## src/design/mbm_params.svh

```systemverilog
// Purpose: Constants for the Modbus slave address translator
// Assumes: Included by bare name from mbm_slave_map only
// Notes: Area entries pack base address, point count and first element index
`ifndef MBM_PARAMS_SVH
`define MBM_PARAMS_SVH

// Remap window configuration register indices
`define MBM_OFS_REMAP_KEY 16'h0f80
`define MBM_OFS_COIL_MB_START 16'h0f81
`define MBM_OFS_COIL_RELAY_START 16'h0f82
`define MBM_OFS_COIL_LENGTH 16'h0f83
`define MBM_OFS_IBIT_MB_START 16'h0f84
`define MBM_OFS_IBIT_RELAY_START 16'h0f85
`define MBM_OFS_IBIT_LENGTH 16'h0f86
`define MBM_OFS_IREG_MB_START 16'h0f87
`define MBM_OFS_IREG_INT_START 16'h0f88
`define MBM_OFS_IREG_LENGTH 16'h0f89
`define MBM_OFS_HOLD_MB_START 16'h0f8a
`define MBM_OFS_HOLD_INT_START 16'h0f8b
`define MBM_OFS_HOLD_LENGTH 16'h0f8c
`define MBM_CFG_COUNT 4'hd
`define MBM_CFG_RESET 16'h0000

// Remap key and window limits
`define MBM_REMAP_KEY 16'ha55a
`define MBM_BIT_MAX_LEN 16'h07d1
`define MBM_BIT_MAX_IDX 16'h07d1
`define MBM_REG_MAX_LEN 16'h0f00
`define MBM_REG_MAX_IDX 16'h0eff

// Function codes
`define MBM_FC_RD_COILS 8'h01
`define MBM_FC_RD_INPUTS 8'h02
`define MBM_FC_RD_HOLDING 8'h03
`define MBM_FC_RD_INPUT_REGS 8'h04
`define MBM_FC_WR_COIL 8'h05
`define MBM_FC_WR_REG 8'h06
`define MBM_FC_WR_COILS 8'h0f
`define MBM_FC_WR_REGS 8'h10

// Default bit areas {base, count, index}
`define MBM_AREA_OUT_COIL {16'h0000, 16'h0100, 16'h0000}
`define MBM_AREA_IN_BIT {16'h03e8, 16'h0100, 16'h0000}
`define MBM_AREA_RELAY_GEN {16'h07d0, 16'h0778, 16'h0000}
`define MBM_AREA_RELAY_SPEC {16'h0f48, 16'h005a, 16'h0778}
`define MBM_AREA_STEP {16'h1770, 16'h03e8, 16'h0000}
`define MBM_AREA_TMR_STAT {16'h2328, 16'h0100, 16'h0000}
`define MBM_AREA_CNT_STAT {16'h251c, 16'h0100, 16'h0000}
// Default register areas {base, count, index}
`define MBM_AREA_REG_GEN {16'h0000, 16'h0f00, 16'h0000}
`define MBM_AREA_REG_AIN {16'h0f00, 16'h0040, 16'h0f00}
`define MBM_AREA_REG_AOUT {16'h0f40, 16'h0040, 16'h0f40}
`define MBM_AREA_REG_SPEC {16'h0f80, 16'h00c8, 16'h0f80}
`define MBM_AREA_REG_EXT {16'h1388, 16'h03e7, 16'h1388}
`define MBM_AREA_DATA {16'h1770, 16'h0bb7, 16'h0000}
`define MBM_AREA_TMR_VAL {16'h2328, 16'h0100, 16'h0000}
`define MBM_AREA_CNT16_VAL {16'h251c, 16'h00c8, 16'h0000}
`define MBM_AREA_CNT32_VAL {16'h25e4, 16'h0070, 16'h00c8}
`define MBM_AREA_COUNT 5'h10
`define MBM_BIT_AREAS 5'h07

`endif

```

## src/design/mbm_pkg.sv

```systemverilog
// Purpose: Types of the Modbus slave address translator
// Assumes: Sizes and codes are literals, nothing comes from mbm_params.svh
// Notes: State of the top module is one packed struct
package mbm_pkg;

   typedef enum logic [3:0]
   {
      KIND_NONE = 4'h0, KIND_OUT_COIL = 4'h1, KIND_IN_BIT = 4'h2,
      KIND_RELAY_GEN = 4'h3, KIND_RELAY_SPEC = 4'h4, KIND_STEP = 4'h5,
      KIND_TMR_STAT = 4'h6, KIND_CNT_STAT = 4'h7, KIND_REG_GEN = 4'h8,
      KIND_REG_AIN = 4'h9, KIND_REG_AOUT = 4'ha, KIND_REG_SPEC = 4'hb,
      KIND_EXTENDED_HOLDING_AREA = 4'hc, KIND_DATA = 4'hd,
      KIND_TMR_VAL = 4'he, KIND_CNT_VAL = 4'hf
   } mbm_kind_t;

   typedef enum logic [2:0]
   {
      CLS_NONE = 3'h0, CLS_COIL = 3'h1, CLS_IBIT = 3'h2,
      CLS_IREG = 3'h3, CLS_HOLD = 3'h4
   } mbm_class_t;

   typedef struct packed
   {
      logic [12:0][15:0] cfg;
      logic respValid;
      logic respErr;
      logic respBadFunc;
      mbm_kind_t respKind;
      logic [15:0] respIndex;
      logic respUpper;
      logic respWrite;
      logic regHit;
      logic [15:0] regRdata;
      logic remapActive;
   } mbm_state_t;

endpackage

```

## src/design/mbm_win_if.sv

```systemverilog
// Purpose: Carries one remap window between top and window checker
// Assumes: Single clock domain, purely combinational signals
// Notes: cfg modport drives the window, chk modport answers
`timescale 1ns/1ns
`default_nettype none
interface mbm_win_if;
   logic enable;
   logic [15:0] modbusStart;
   logic [15:0] internalStart;
   logic [15:0] length;
   logic [15:0] maxLen;
   logic [15:0] maxIdx;
   logic [15:0] addr;
   logic [15:0] qty;
   logic hit;
   logic [15:0] index;

   modport cfg (output enable, modbusStart, internalStart, length, maxLen, maxIdx, addr, qty,
                input hit, index);
   modport chk (input enable, modbusStart, internalStart, length, maxLen, maxIdx, addr, qty,
                output hit, index);
endinterface
`default_nettype wire

```

## src/design/mbm_window.sv

```systemverilog
// Purpose: Range check and translation for one remap window
// Assumes: Lengths outside 1..maxLen disable the window
// Notes: Combinational
`timescale 1ns/1ns
`default_nettype none
module mbm_window
(
   // Window
   mbm_win_if.chk win
);
   logic [17:0] offset;
   logic [17:0] lastEnd;
   logic [17:0] internalEnd;

   always_comb
   begin
      offset = {2'h0, win.addr} - {2'h0, win.modbusStart};
      lastEnd = offset + {2'h0, win.qty};
      internalEnd = {2'h0, win.internalStart} + lastEnd;
   end

   assign win.hit = win.enable && (win.addr >= win.modbusStart) && (win.qty != 16'h0000)
      && (win.length != 16'h0000) && (win.length <= win.maxLen)
      && (lastEnd <= {2'h0, win.length})
      && (internalEnd <= ({2'h0, win.maxIdx} + 18'h00001));
   assign win.index = win.internalStart + offset[15:0];
endmodule
`default_nettype wire

```

## src/design/mbm_area_match.sv

```systemverilog
// Purpose: Hit check of a request span against one default map area
// Assumes: Span is addr .. addr+qty-1
// Notes: Combinational
`timescale 1ns/1ns
`default_nettype none
module mbm_area_match
(
   // Request span
   input wire logic [15:0] addr,
   input wire logic [15:0] qty,
   // Area
   input wire logic [15:0] base,
   input wire logic [15:0] count,
   // Result
   output logic hit,
   output logic [15:0] offset
);
   logic [16:0] diff;
   logic [16:0] spanEnd;

   always_comb
   begin
      diff = {1'b0, addr} - {1'b0, base};
      spanEnd = diff + {1'b0, qty};
      hit = (addr >= base) && (qty != 16'h0000) && (spanEnd <= {1'b0, count});
      offset = diff[15:0];
   end
endmodule
`default_nettype wire

```

## src/design/mbm_slave_map.sv

```systemverilog
// Purpose: Modbus slave reference to internal element translator
// Assumes: Request address is the protocol address, reference minus one
// Notes: One request per cycle, answer one cycle later
//
// Function
// - A request outside the active map is answered with an error.
// - Remap mode for coil and holding codes is used only while the key register holds A55A hex.
// - Coil codes 01, 05, 15 map a coil window onto relays from a programmable start.
// - The coil window length 1 to 2001 limits access and needs the key.
// - Code 02 maps an input-bit window onto relays from a programmable start.
// - The input-bit window has length 1 to 2001 and ignores the key.
// - Code 04 maps an input-register window onto general registers 0 to 3839.
// - The input-register window has length 1 to 3840 and ignores the key.
// - Codes 03, 06, 16 map a holding window onto general registers.
// - The holding window has length 1 to 3840 and needs the key.
// - The default bit map places outputs, inputs, relays, steps, timer and counter status.
// - The default register map places general and extended registers.
// - The default map places data registers and timer current values.
// - Counters 0 to 199 give 16-bit values, 200 to 255 give 32-bit values.
// - Relay references split into general and special relays.
// - Register references split into analog input, analog output and special.
`timescale 1ns/1ns
`default_nettype none
`include "mbm_params.svh"
module mbm_slave_map
(
   // Clock and reset
   input wire logic ref_clk,
   input wire logic reset_n,
   // Request
   input wire logic reqValid,
   input wire logic [7:0] reqFunc,
   input wire logic [15:0] reqAddr,
   input wire logic [15:0] reqQty,
   // Answer
   output logic respValid,
   output logic respErr,
   output logic respBadFunc,
   output mbm_pkg::mbm_kind_t respKind,
   output logic [15:0] respIndex,
   output logic respUpper,
   output logic respWrite,
   // Register file port
   input wire logic regWe,
   input wire logic [15:0] regIdx,
   input wire logic [15:0] regWdata,
   output logic regHit,
   output logic [15:0] regRdata,
   // Status
   output logic remapActive
);
   localparam logic [47:0] AREA_TABLE [16] = '{
      `MBM_AREA_OUT_COIL,
      `MBM_AREA_IN_BIT,
      `MBM_AREA_RELAY_GEN,
      `MBM_AREA_RELAY_SPEC,
      `MBM_AREA_STEP,
      `MBM_AREA_TMR_STAT,
      `MBM_AREA_CNT_STAT,
      `MBM_AREA_REG_GEN,
      `MBM_AREA_REG_AIN,
      `MBM_AREA_REG_AOUT,
      `MBM_AREA_REG_SPEC,
      `MBM_AREA_REG_EXT,
      `MBM_AREA_DATA,
      `MBM_AREA_TMR_VAL,
      `MBM_AREA_CNT16_VAL,
      `MBM_AREA_CNT32_VAL
   };
   localparam mbm_pkg::mbm_kind_t AREA_KIND [16] = '{
      mbm_pkg::KIND_OUT_COIL, mbm_pkg::KIND_IN_BIT, mbm_pkg::KIND_RELAY_GEN,
      mbm_pkg::KIND_RELAY_SPEC, mbm_pkg::KIND_STEP, mbm_pkg::KIND_TMR_STAT,
      mbm_pkg::KIND_CNT_STAT, mbm_pkg::KIND_REG_GEN, mbm_pkg::KIND_REG_AIN,
      mbm_pkg::KIND_REG_AOUT, mbm_pkg::KIND_REG_SPEC,
      mbm_pkg::KIND_EXTENDED_HOLDING_AREA, mbm_pkg::KIND_DATA,
      mbm_pkg::KIND_TMR_VAL, mbm_pkg::KIND_CNT_VAL, mbm_pkg::KIND_CNT_VAL
   };
   localparam int CNT32_AREA = 15;

   mbm_pkg::mbm_state_t cur;
   mbm_pkg::mbm_state_t next;

   mbm_pkg::mbm_class_t reqClass;
   logic reqIsWrite;
   logic reqSingle;
   logic [15:0] effQty;
   logic keyMatch;
   logic [15:0] areaOffset [16];
   logic [15:0] areaHit;
   logic [3:0] winIdx;

   // Configuration register decode
   function automatic logic cfgSelected(input logic [15:0] idx);
      cfgSelected = (idx >= `MBM_OFS_REMAP_KEY) && (idx <= `MBM_OFS_HOLD_LENGTH);
   endfunction

   function automatic logic [3:0] cfgSlot(input logic [15:0] idx);
      logic [15:0] rel;
      rel = idx - `MBM_OFS_REMAP_KEY;
      cfgSlot = rel[3:0];
   endfunction

   // Function code classification
   always_comb
   begin
      reqClass = mbm_pkg::CLS_NONE;
      reqIsWrite = 1'b0;
      reqSingle = 1'b0;
      unique case (reqFunc)
         `MBM_FC_RD_COILS: reqClass = mbm_pkg::CLS_COIL;
         `MBM_FC_WR_COIL:
         begin
            reqClass = mbm_pkg::CLS_COIL;
            reqIsWrite = 1'b1;
            reqSingle = 1'b1;
         end
         `MBM_FC_WR_COILS:
         begin
            reqClass = mbm_pkg::CLS_COIL;
            reqIsWrite = 1'b1;
         end
         `MBM_FC_RD_INPUTS: reqClass = mbm_pkg::CLS_IBIT;
         `MBM_FC_RD_INPUT_REGS: reqClass = mbm_pkg::CLS_IREG;
         `MBM_FC_RD_HOLDING: reqClass = mbm_pkg::CLS_HOLD;
         `MBM_FC_WR_REG:
         begin
            reqClass = mbm_pkg::CLS_HOLD;
            reqIsWrite = 1'b1;
            reqSingle = 1'b1;
         end
         `MBM_FC_WR_REGS:
         begin
            reqClass = mbm_pkg::CLS_HOLD;
            reqIsWrite = 1'b1;
         end
         default: reqClass = mbm_pkg::CLS_NONE;
      endcase
      effQty = reqSingle ? 16'h0001 : reqQty;
      keyMatch = (cur.cfg[0] == `MBM_REMAP_KEY);
   end

   // Remap windows: coil, input bit, input register, holding
   mbm_win_if win [4] ();

   generate
      for (genvar g = 0; g < 4; g++)
      begin : gWin
         localparam int BASE = 3 * g + 1;
         localparam logic IS_BIT = (g < 2);
         localparam logic NEEDS_KEY = (g == 0) || (g == 3);
         assign win[g].enable = NEEDS_KEY ? keyMatch : 1'b1;
         assign win[g].modbusStart = cur.cfg[BASE];
         assign win[g].internalStart = cur.cfg[BASE + 1];
         assign win[g].length = cur.cfg[BASE + 2];
         assign win[g].maxLen = IS_BIT ? `MBM_BIT_MAX_LEN : `MBM_REG_MAX_LEN;
         assign win[g].maxIdx = IS_BIT ? `MBM_BIT_MAX_IDX : `MBM_REG_MAX_IDX;
         assign win[g].addr = reqAddr;
         assign win[g].qty = effQty;
         mbm_window uWin
         (
            .win(win[g])
         );
      end
   endgenerate

   // Default map areas
   generate
      for (genvar a = 0; a < 16; a++)
      begin : gArea
         mbm_area_match uArea
         (
            .addr(reqAddr),
            .qty(effQty),
            .base(AREA_TABLE[a][47:32]),
            .count(AREA_TABLE[a][31:16]),
            .hit(areaHit[a]),
            .offset(areaOffset[a])
         );
      end
   endgenerate

   // Window hits collected for indexing
   logic [3:0] winHit;
   logic [15:0] winIndex [4];

   generate
      for (genvar h = 0; h < 4; h++)
      begin : gHit
         assign winHit[h] = win[h].hit;
         assign winIndex[h] = win[h].index;
      end
   endgenerate

   always_comb
   begin
      next = cur;
      next.respValid = 1'b0;
      next.remapActive = keyMatch;
      winIdx = 4'h0;

      // Configuration registers snoop the register file port
      if (regWe && cfgSelected(regIdx))
      begin
         next.cfg[cfgSlot(regIdx)] = regWdata;
      end
      next.regHit = cfgSelected(regIdx);
      next.regRdata = cfgSelected(regIdx) ? cur.cfg[cfgSlot(regIdx)] : 16'h0000;

      if (reqValid)
      begin
         next.respValid = 1'b1;
         next.respErr = 1'b1;
         next.respBadFunc = (reqClass == mbm_pkg::CLS_NONE);
         next.respKind = mbm_pkg::KIND_NONE;
         next.respIndex = 16'h0000;
         next.respUpper = 1'b0;
         next.respWrite = reqIsWrite;
         unique case (reqClass)
            mbm_pkg::CLS_COIL, mbm_pkg::CLS_HOLD:
            begin
               if (keyMatch)
               begin
                  winIdx = (reqClass == mbm_pkg::CLS_COIL) ? 4'h0 : 4'h3;
               end
               else
               begin
                  for (int a = 15; a >= 0; a--)
                  begin
                     if (areaHit[a] && ((a < 7) == (reqClass == mbm_pkg::CLS_COIL)))
                     begin
                        next.respErr = 1'b0;
                        next.respKind = AREA_KIND[a];
                        if (a == CNT32_AREA)
                        begin
                           next.respIndex = AREA_TABLE[a][15:0]
                              + {1'b0, areaOffset[a][15:1]};
                           next.respUpper = areaOffset[a][0];
                        end
                        else
                        begin
                           next.respIndex = AREA_TABLE[a][15:0] + areaOffset[a];
                        end
                     end
                  end
               end
            end
            mbm_pkg::CLS_IBIT: winIdx = 4'h1;
            mbm_pkg::CLS_IREG: winIdx = 4'h2;
            default: winIdx = 4'h0;
         endcase

         // Window translation when a window serves this request
         if ((reqClass == mbm_pkg::CLS_IBIT) || (reqClass == mbm_pkg::CLS_IREG)
            || (keyMatch && (reqClass != mbm_pkg::CLS_NONE)))
         begin
            if (winHit[winIdx[1:0]])
            begin
               next.respErr = 1'b0;
               next.respIndex = winIndex[winIdx[1:0]];
               if (winIdx[1])
               begin
                  next.respKind = mbm_pkg::KIND_REG_GEN;
               end
               else if (winIndex[winIdx[1:0]] >= AREA_TABLE[3][15:0])
               begin
                  next.respKind = mbm_pkg::KIND_RELAY_SPEC;
               end
               else
               begin
                  next.respKind = mbm_pkg::KIND_RELAY_GEN;
               end
            end
         end
      end

      if (!reset_n)
      begin
         next.cfg = {13{`MBM_CFG_RESET}};
         next.respValid = 1'b0;
         next.respErr = 1'b0;
         next.respBadFunc = 1'b0;
         next.respKind = mbm_pkg::KIND_NONE;
         next.respIndex = 16'h0000;
         next.respUpper = 1'b0;
         next.respWrite = 1'b0;
         next.regHit = 1'b0;
         next.regRdata = 16'h0000;
         next.remapActive = 1'b0;
      end
   end

   always_ff @(posedge ref_clk)
   begin
      cur <= next;
   end

   assign respValid = cur.respValid;
   assign respErr = cur.respErr;
   assign respBadFunc = cur.respBadFunc;
   assign respKind = cur.respKind;
   assign respIndex = cur.respIndex;
   assign respUpper = cur.respUpper;
   assign respWrite = cur.respWrite;
   assign regHit = cur.regHit;
   assign regRdata = cur.regRdata;
   assign remapActive = cur.remapActive;
endmodule
`default_nettype wire

```

## config.mk

```make
export PLATFORM = sky130hd
export DESIGN_NAME = mbm_slave_map
export DESIGN_NICKNAME = d
export VERILOG_FILES = /design/src/design/mbm_pkg.sv /design/src/design/mbm_win_if.sv /design/src/design/mbm_window.sv /design/src/design/mbm_area_match.sv /design/src/design/mbm_slave_map.sv
export VERILOG_INCLUDE_DIRS = /design/src /design/src/design
export SDC_FILE = /design/constraint.sdc
export NUM_CORES = 2
export LEC_CHECK = 0
export BUFFER_PORTS_ARGS = -buffer_cell sky130_fd_sc_hd__buf_4
export CORE_MARGIN = 8
export CORE_UTILIZATION = 28
export DETAILED_ROUTE_END_ITERATION = 7
export PLACE_DENSITY = 0.47
export SYNTH_ARGS = -nofsm -noshare
export SYNTH_HDL_FRONTEND = slang
export SYNTH_HIERARCHICAL = 1
export SYNTH_SLANG_ARGS = --single-unit
```

## constraint.sdc

```tcl
create_clock -name ref_clk -period 14.5 [get_ports ref_clk]
set_input_delay 2.9 -clock ref_clk [delete_from_list [all_inputs] [get_ports ref_clk]]
set_output_delay 2.9 -clock ref_clk [all_outputs]
set_load 0.02 [all_outputs]
```

==> results.md <==
- Status: completed
- WL/cell: 22.08 microns
- Mapped cell area: between 0.06 and 0.07 sq mm
- Max VDD drop: between 70 and 80 uV
- Worst Reg-to-Reg Cells: 33
- CP arrival: around 13 ns
- TritonCTS clock tree: done
- Setup ws final: approximately 2.4 ns
- GPL Wtd Cong: 0.9552
- Layout Skew: roughly 0.033 ns
- Slew HR: 0.2249
- Die X: roughly 510 microns
- Initial antenna violation count: 13
- Remaining DRCs: 0
- Final core utilization: 0.3185
- Total of max-cap violations: 0
- Clock Path Buffers: 3
- Cell Pwr Density: just under 90 mW/mm^2
- Die Span Y: around 500 microns
- Area Growth Syn to Fin: 13.12%
- # fillers: ~26k
- Core ar.: around 0.24 sq mm
- Layout cells sized above 1: 0.05870
- Critical path launch point type: primary input
- Hold_buf cts: 0
- Vias: approximately 67k
- Post-synth EDFFs: 0
- Htree depth: 1
- Pin slew with the least headroom to its limit: 1.160 ns
- Syn Inst Count: 8810
- Final critical-path share of the clock period: 0.8312
- Hold WC Path Type: reg2reg
- Port bufs: between 100 and 150
- Synth top area share: 0.2408
- DP HPWL: approximately 220 mm
- Slowest CP cell: nor4_1
- Rows: around 180
- Post-layout power: roughly 0.0067 W
- Cts repair resizes: 0
- Synth cell count leaders: ha_1, inv_1, a21oi_1, nor2_1, nand2_1
- Clock sink count: roughly 250
- Clk Latency, worst-skew pair: 0.63 ns
- Post-Route WL: 282.5 mm
- Async SR Flop Fraction: 0
- CP endpoint kind: flop
- Setup bufs post-CTS: 0
- Critical Path RT: 15.06 ns
- Avg Inst Size Synth: between 7 and 8 sq um
- CP peak stage delay: ~0.95 ns
- Setup slack, reg-to-reg: 5.63 ns
- Total congestion overflow: 0
- Yosys top cell by area: ha_1
- Largest net degree at the start of global routing: between 90 and 100
- WS Path Type: in2reg
- Vias/cell: about 5.3
- Initial core utilization: 0.2815
- Final min period: ~12 ns
- Number of distinct library cells after synthesis: around 130
- Worst-path clk slew: 0.06 ns
- Pleak: approximately 35 nW
- WL met2: 126.4 mm
- CTS Buf Count: 31
- Pre-CTS WS: ~2 ns
- Worst R2R Start: win[2].modbusStart[1]
- Crit path from: reqFunc[3]
- RR Endpoint: respIndex[2]
- Synth top area cells: ha_1, dfxtp_1, inv_1
- CTS Root Cell: clkbuf_16
- Die area: about 0.26 sq mm
- Uppermost routed layer: met5
- Met3 Wirelength: 14.88 mm
- Nets: 11.02k
- GRT Overall Usage: 0.2094
- Final setup viols: 0
- WL met1: approximately 130 mm
- Synthesis Warnings: 6
- RSZ-0062 raised after global routing: no
- Final Hold Viols: 0
- Iteration-0 DRC Markers: approximately 5.5k
- Seq cells post-synth: ~250
- Fmax achieved: around 0.083 GHz
- Most frequent cell after synthesis: ha_1
- Vias in the first global route: 63.23k
- Top_reg_cell synth: dfxtp_1
- DRT Pass-1 Iters: 7
- First-pass GRT wire length: a little over 400 mm
- Critical path peak fanout: 17
- I/O pins: 119
- Final Max Tran Viols: 0
- Antenna-violating nets left: 0
- Sequential share of the synthesized area: 0.07497
- Final TNS setup: 0 ns
- Critical Path Sink: respIndex[2]
==> logic make-up (layout without fill, tap and decap cells) <==
family / Yosys count / count (layout) / synth area share
AOI/OAI and AO/OA: 2447 / 2447 / 0.2553
xor gates and xnor gates: 681 / 681 / 0.08940
adders and majority gates: 1338 / 1338 / 0.2551
buffers and inverters: 1282 / 1324 / 0.07439
DFF: 251 / 251 / 0.07497
muxes: 295 / 295 / 0.05329
other: 2 / 780 / 0.0001120
and+or+nand+nor: 2514 / 2514 / 0.1973
==> per-stage QoR <==
step,std cells,area [sq um],hold WS [ns]
floorplan,9583,69930,0.4604
global placement,12740,74680,0.4660
detailed placement,12740,74680,0.4794
CTS,12790,75810,0.4953
global route,12790,75810,0.5089
finish,12800,75820,0.4966
==> layout make-up <==
| cell class | count | area [sq um] | area share |
|---|---|---|---|
| clock inverters | 23 | 309.0 | 0.004076 |
| inverters | 1070 | 4016 | 0.05297 |
| flip-flops and latches | 251 | 5025 | 0.06627 |
| diodes | 5 | 12.51 | 0.0001650 |
| multi-input cells | 8050 | 60110 | 0.7928 |
| repair buffers | 197 | 1570 | 0.02071 |
| clock buffers | 34 | 817.0 | 0.01078 |
| well taps | 3167 | 3963 | 0.05226 |
==> critical path, delay by kind of cell <==
family                   cells  cell delay [ns]
AND/OR/NAND/NOR             10             3.45
buffers and inverters        4             0.97
AO/OA/AOI/OAI               13             3.53
XOR/XNOR                     2             0.48
adder cells (fa/ha/maj)      4             1.23
==> flip-flops by register name (all words and copies together) (netlist names) <==
register,cells
respIndex,16
cur,16
respUpper,1
regHit,1
win.modbusStart,64
remapActive,1
respBadFunc,1
win.internalStart,64
win.length,64
respKind,4
regRdata,16
respErr,1
respValid,1
respWrite,1
==> cell usage in the layout, fill, tap and decap left out, types with 163 or more instances in the layout <==
| cell | netlist | routed |
|---|---|---|
| nand4_1 | 179 | 179 |
| inv_1 | 1068 | 1068 |
| o21ai_0 | 366 | 365 |
| nor2_1 | 562 | 561 |
| xor2_1 | 243 | 243 |
| ha_1 | 1290 | 1290 |
| a21o_1 | 247 | 247 |
| mux2i_1 | 232 | 232 |
| a21oi_1 | 714 | 710 |
| nand3_1 | 245 | 244 |
| conb_1 | 2 | 775 |
| dfxtp_1 | 251 | 251 |
| o21a_1 | 163 | 163 |
| xnor2_1 | 436 | 436 |
| nor2b_1 | 316 | 301 |
| buf_4 | 36 | 189 |
| nand2_1 | 439 | 439 |
==> worst min-delay path by stage <==
stage / from / cells past startpoint / slack [ns] / endpoint
6_report: respWrite / 1 / 0.50 / respWrite
5_1_grt: respWrite / 1 / 0.51 / respWrite
4_1_cts: respWrite / 1 / 0.50 / respWrite
3_5_place_dp: respWrite / 1 / 0.48 / respWrite
3_3_place_gp: respWrite / 1 / 0.47 / respWrite
2_1_floorplan: respIndex[0] / 1 / 0.46 / respIndex[0]
==> power breakdown <==
part           total [W]  switching, W  internal (W)
logic            0.00508       0.00311       0.00197
registers       0.000699    0.00000638      0.000692
clock network   0.000887      0.000370      0.000517
==> layer usage <==
| metal | GRT usage | vias up |
|---|---|---|
| li1 | - | 33030 |
| met1 | 0.2771 | 31620 |
| met2 | 0.3475 | 2074 |
| met3 | 0.01777 | 474 |
| met4 | 0.09173 | 2 |
| met5 | 0 | - |
(Power assumes the default switching activity.)
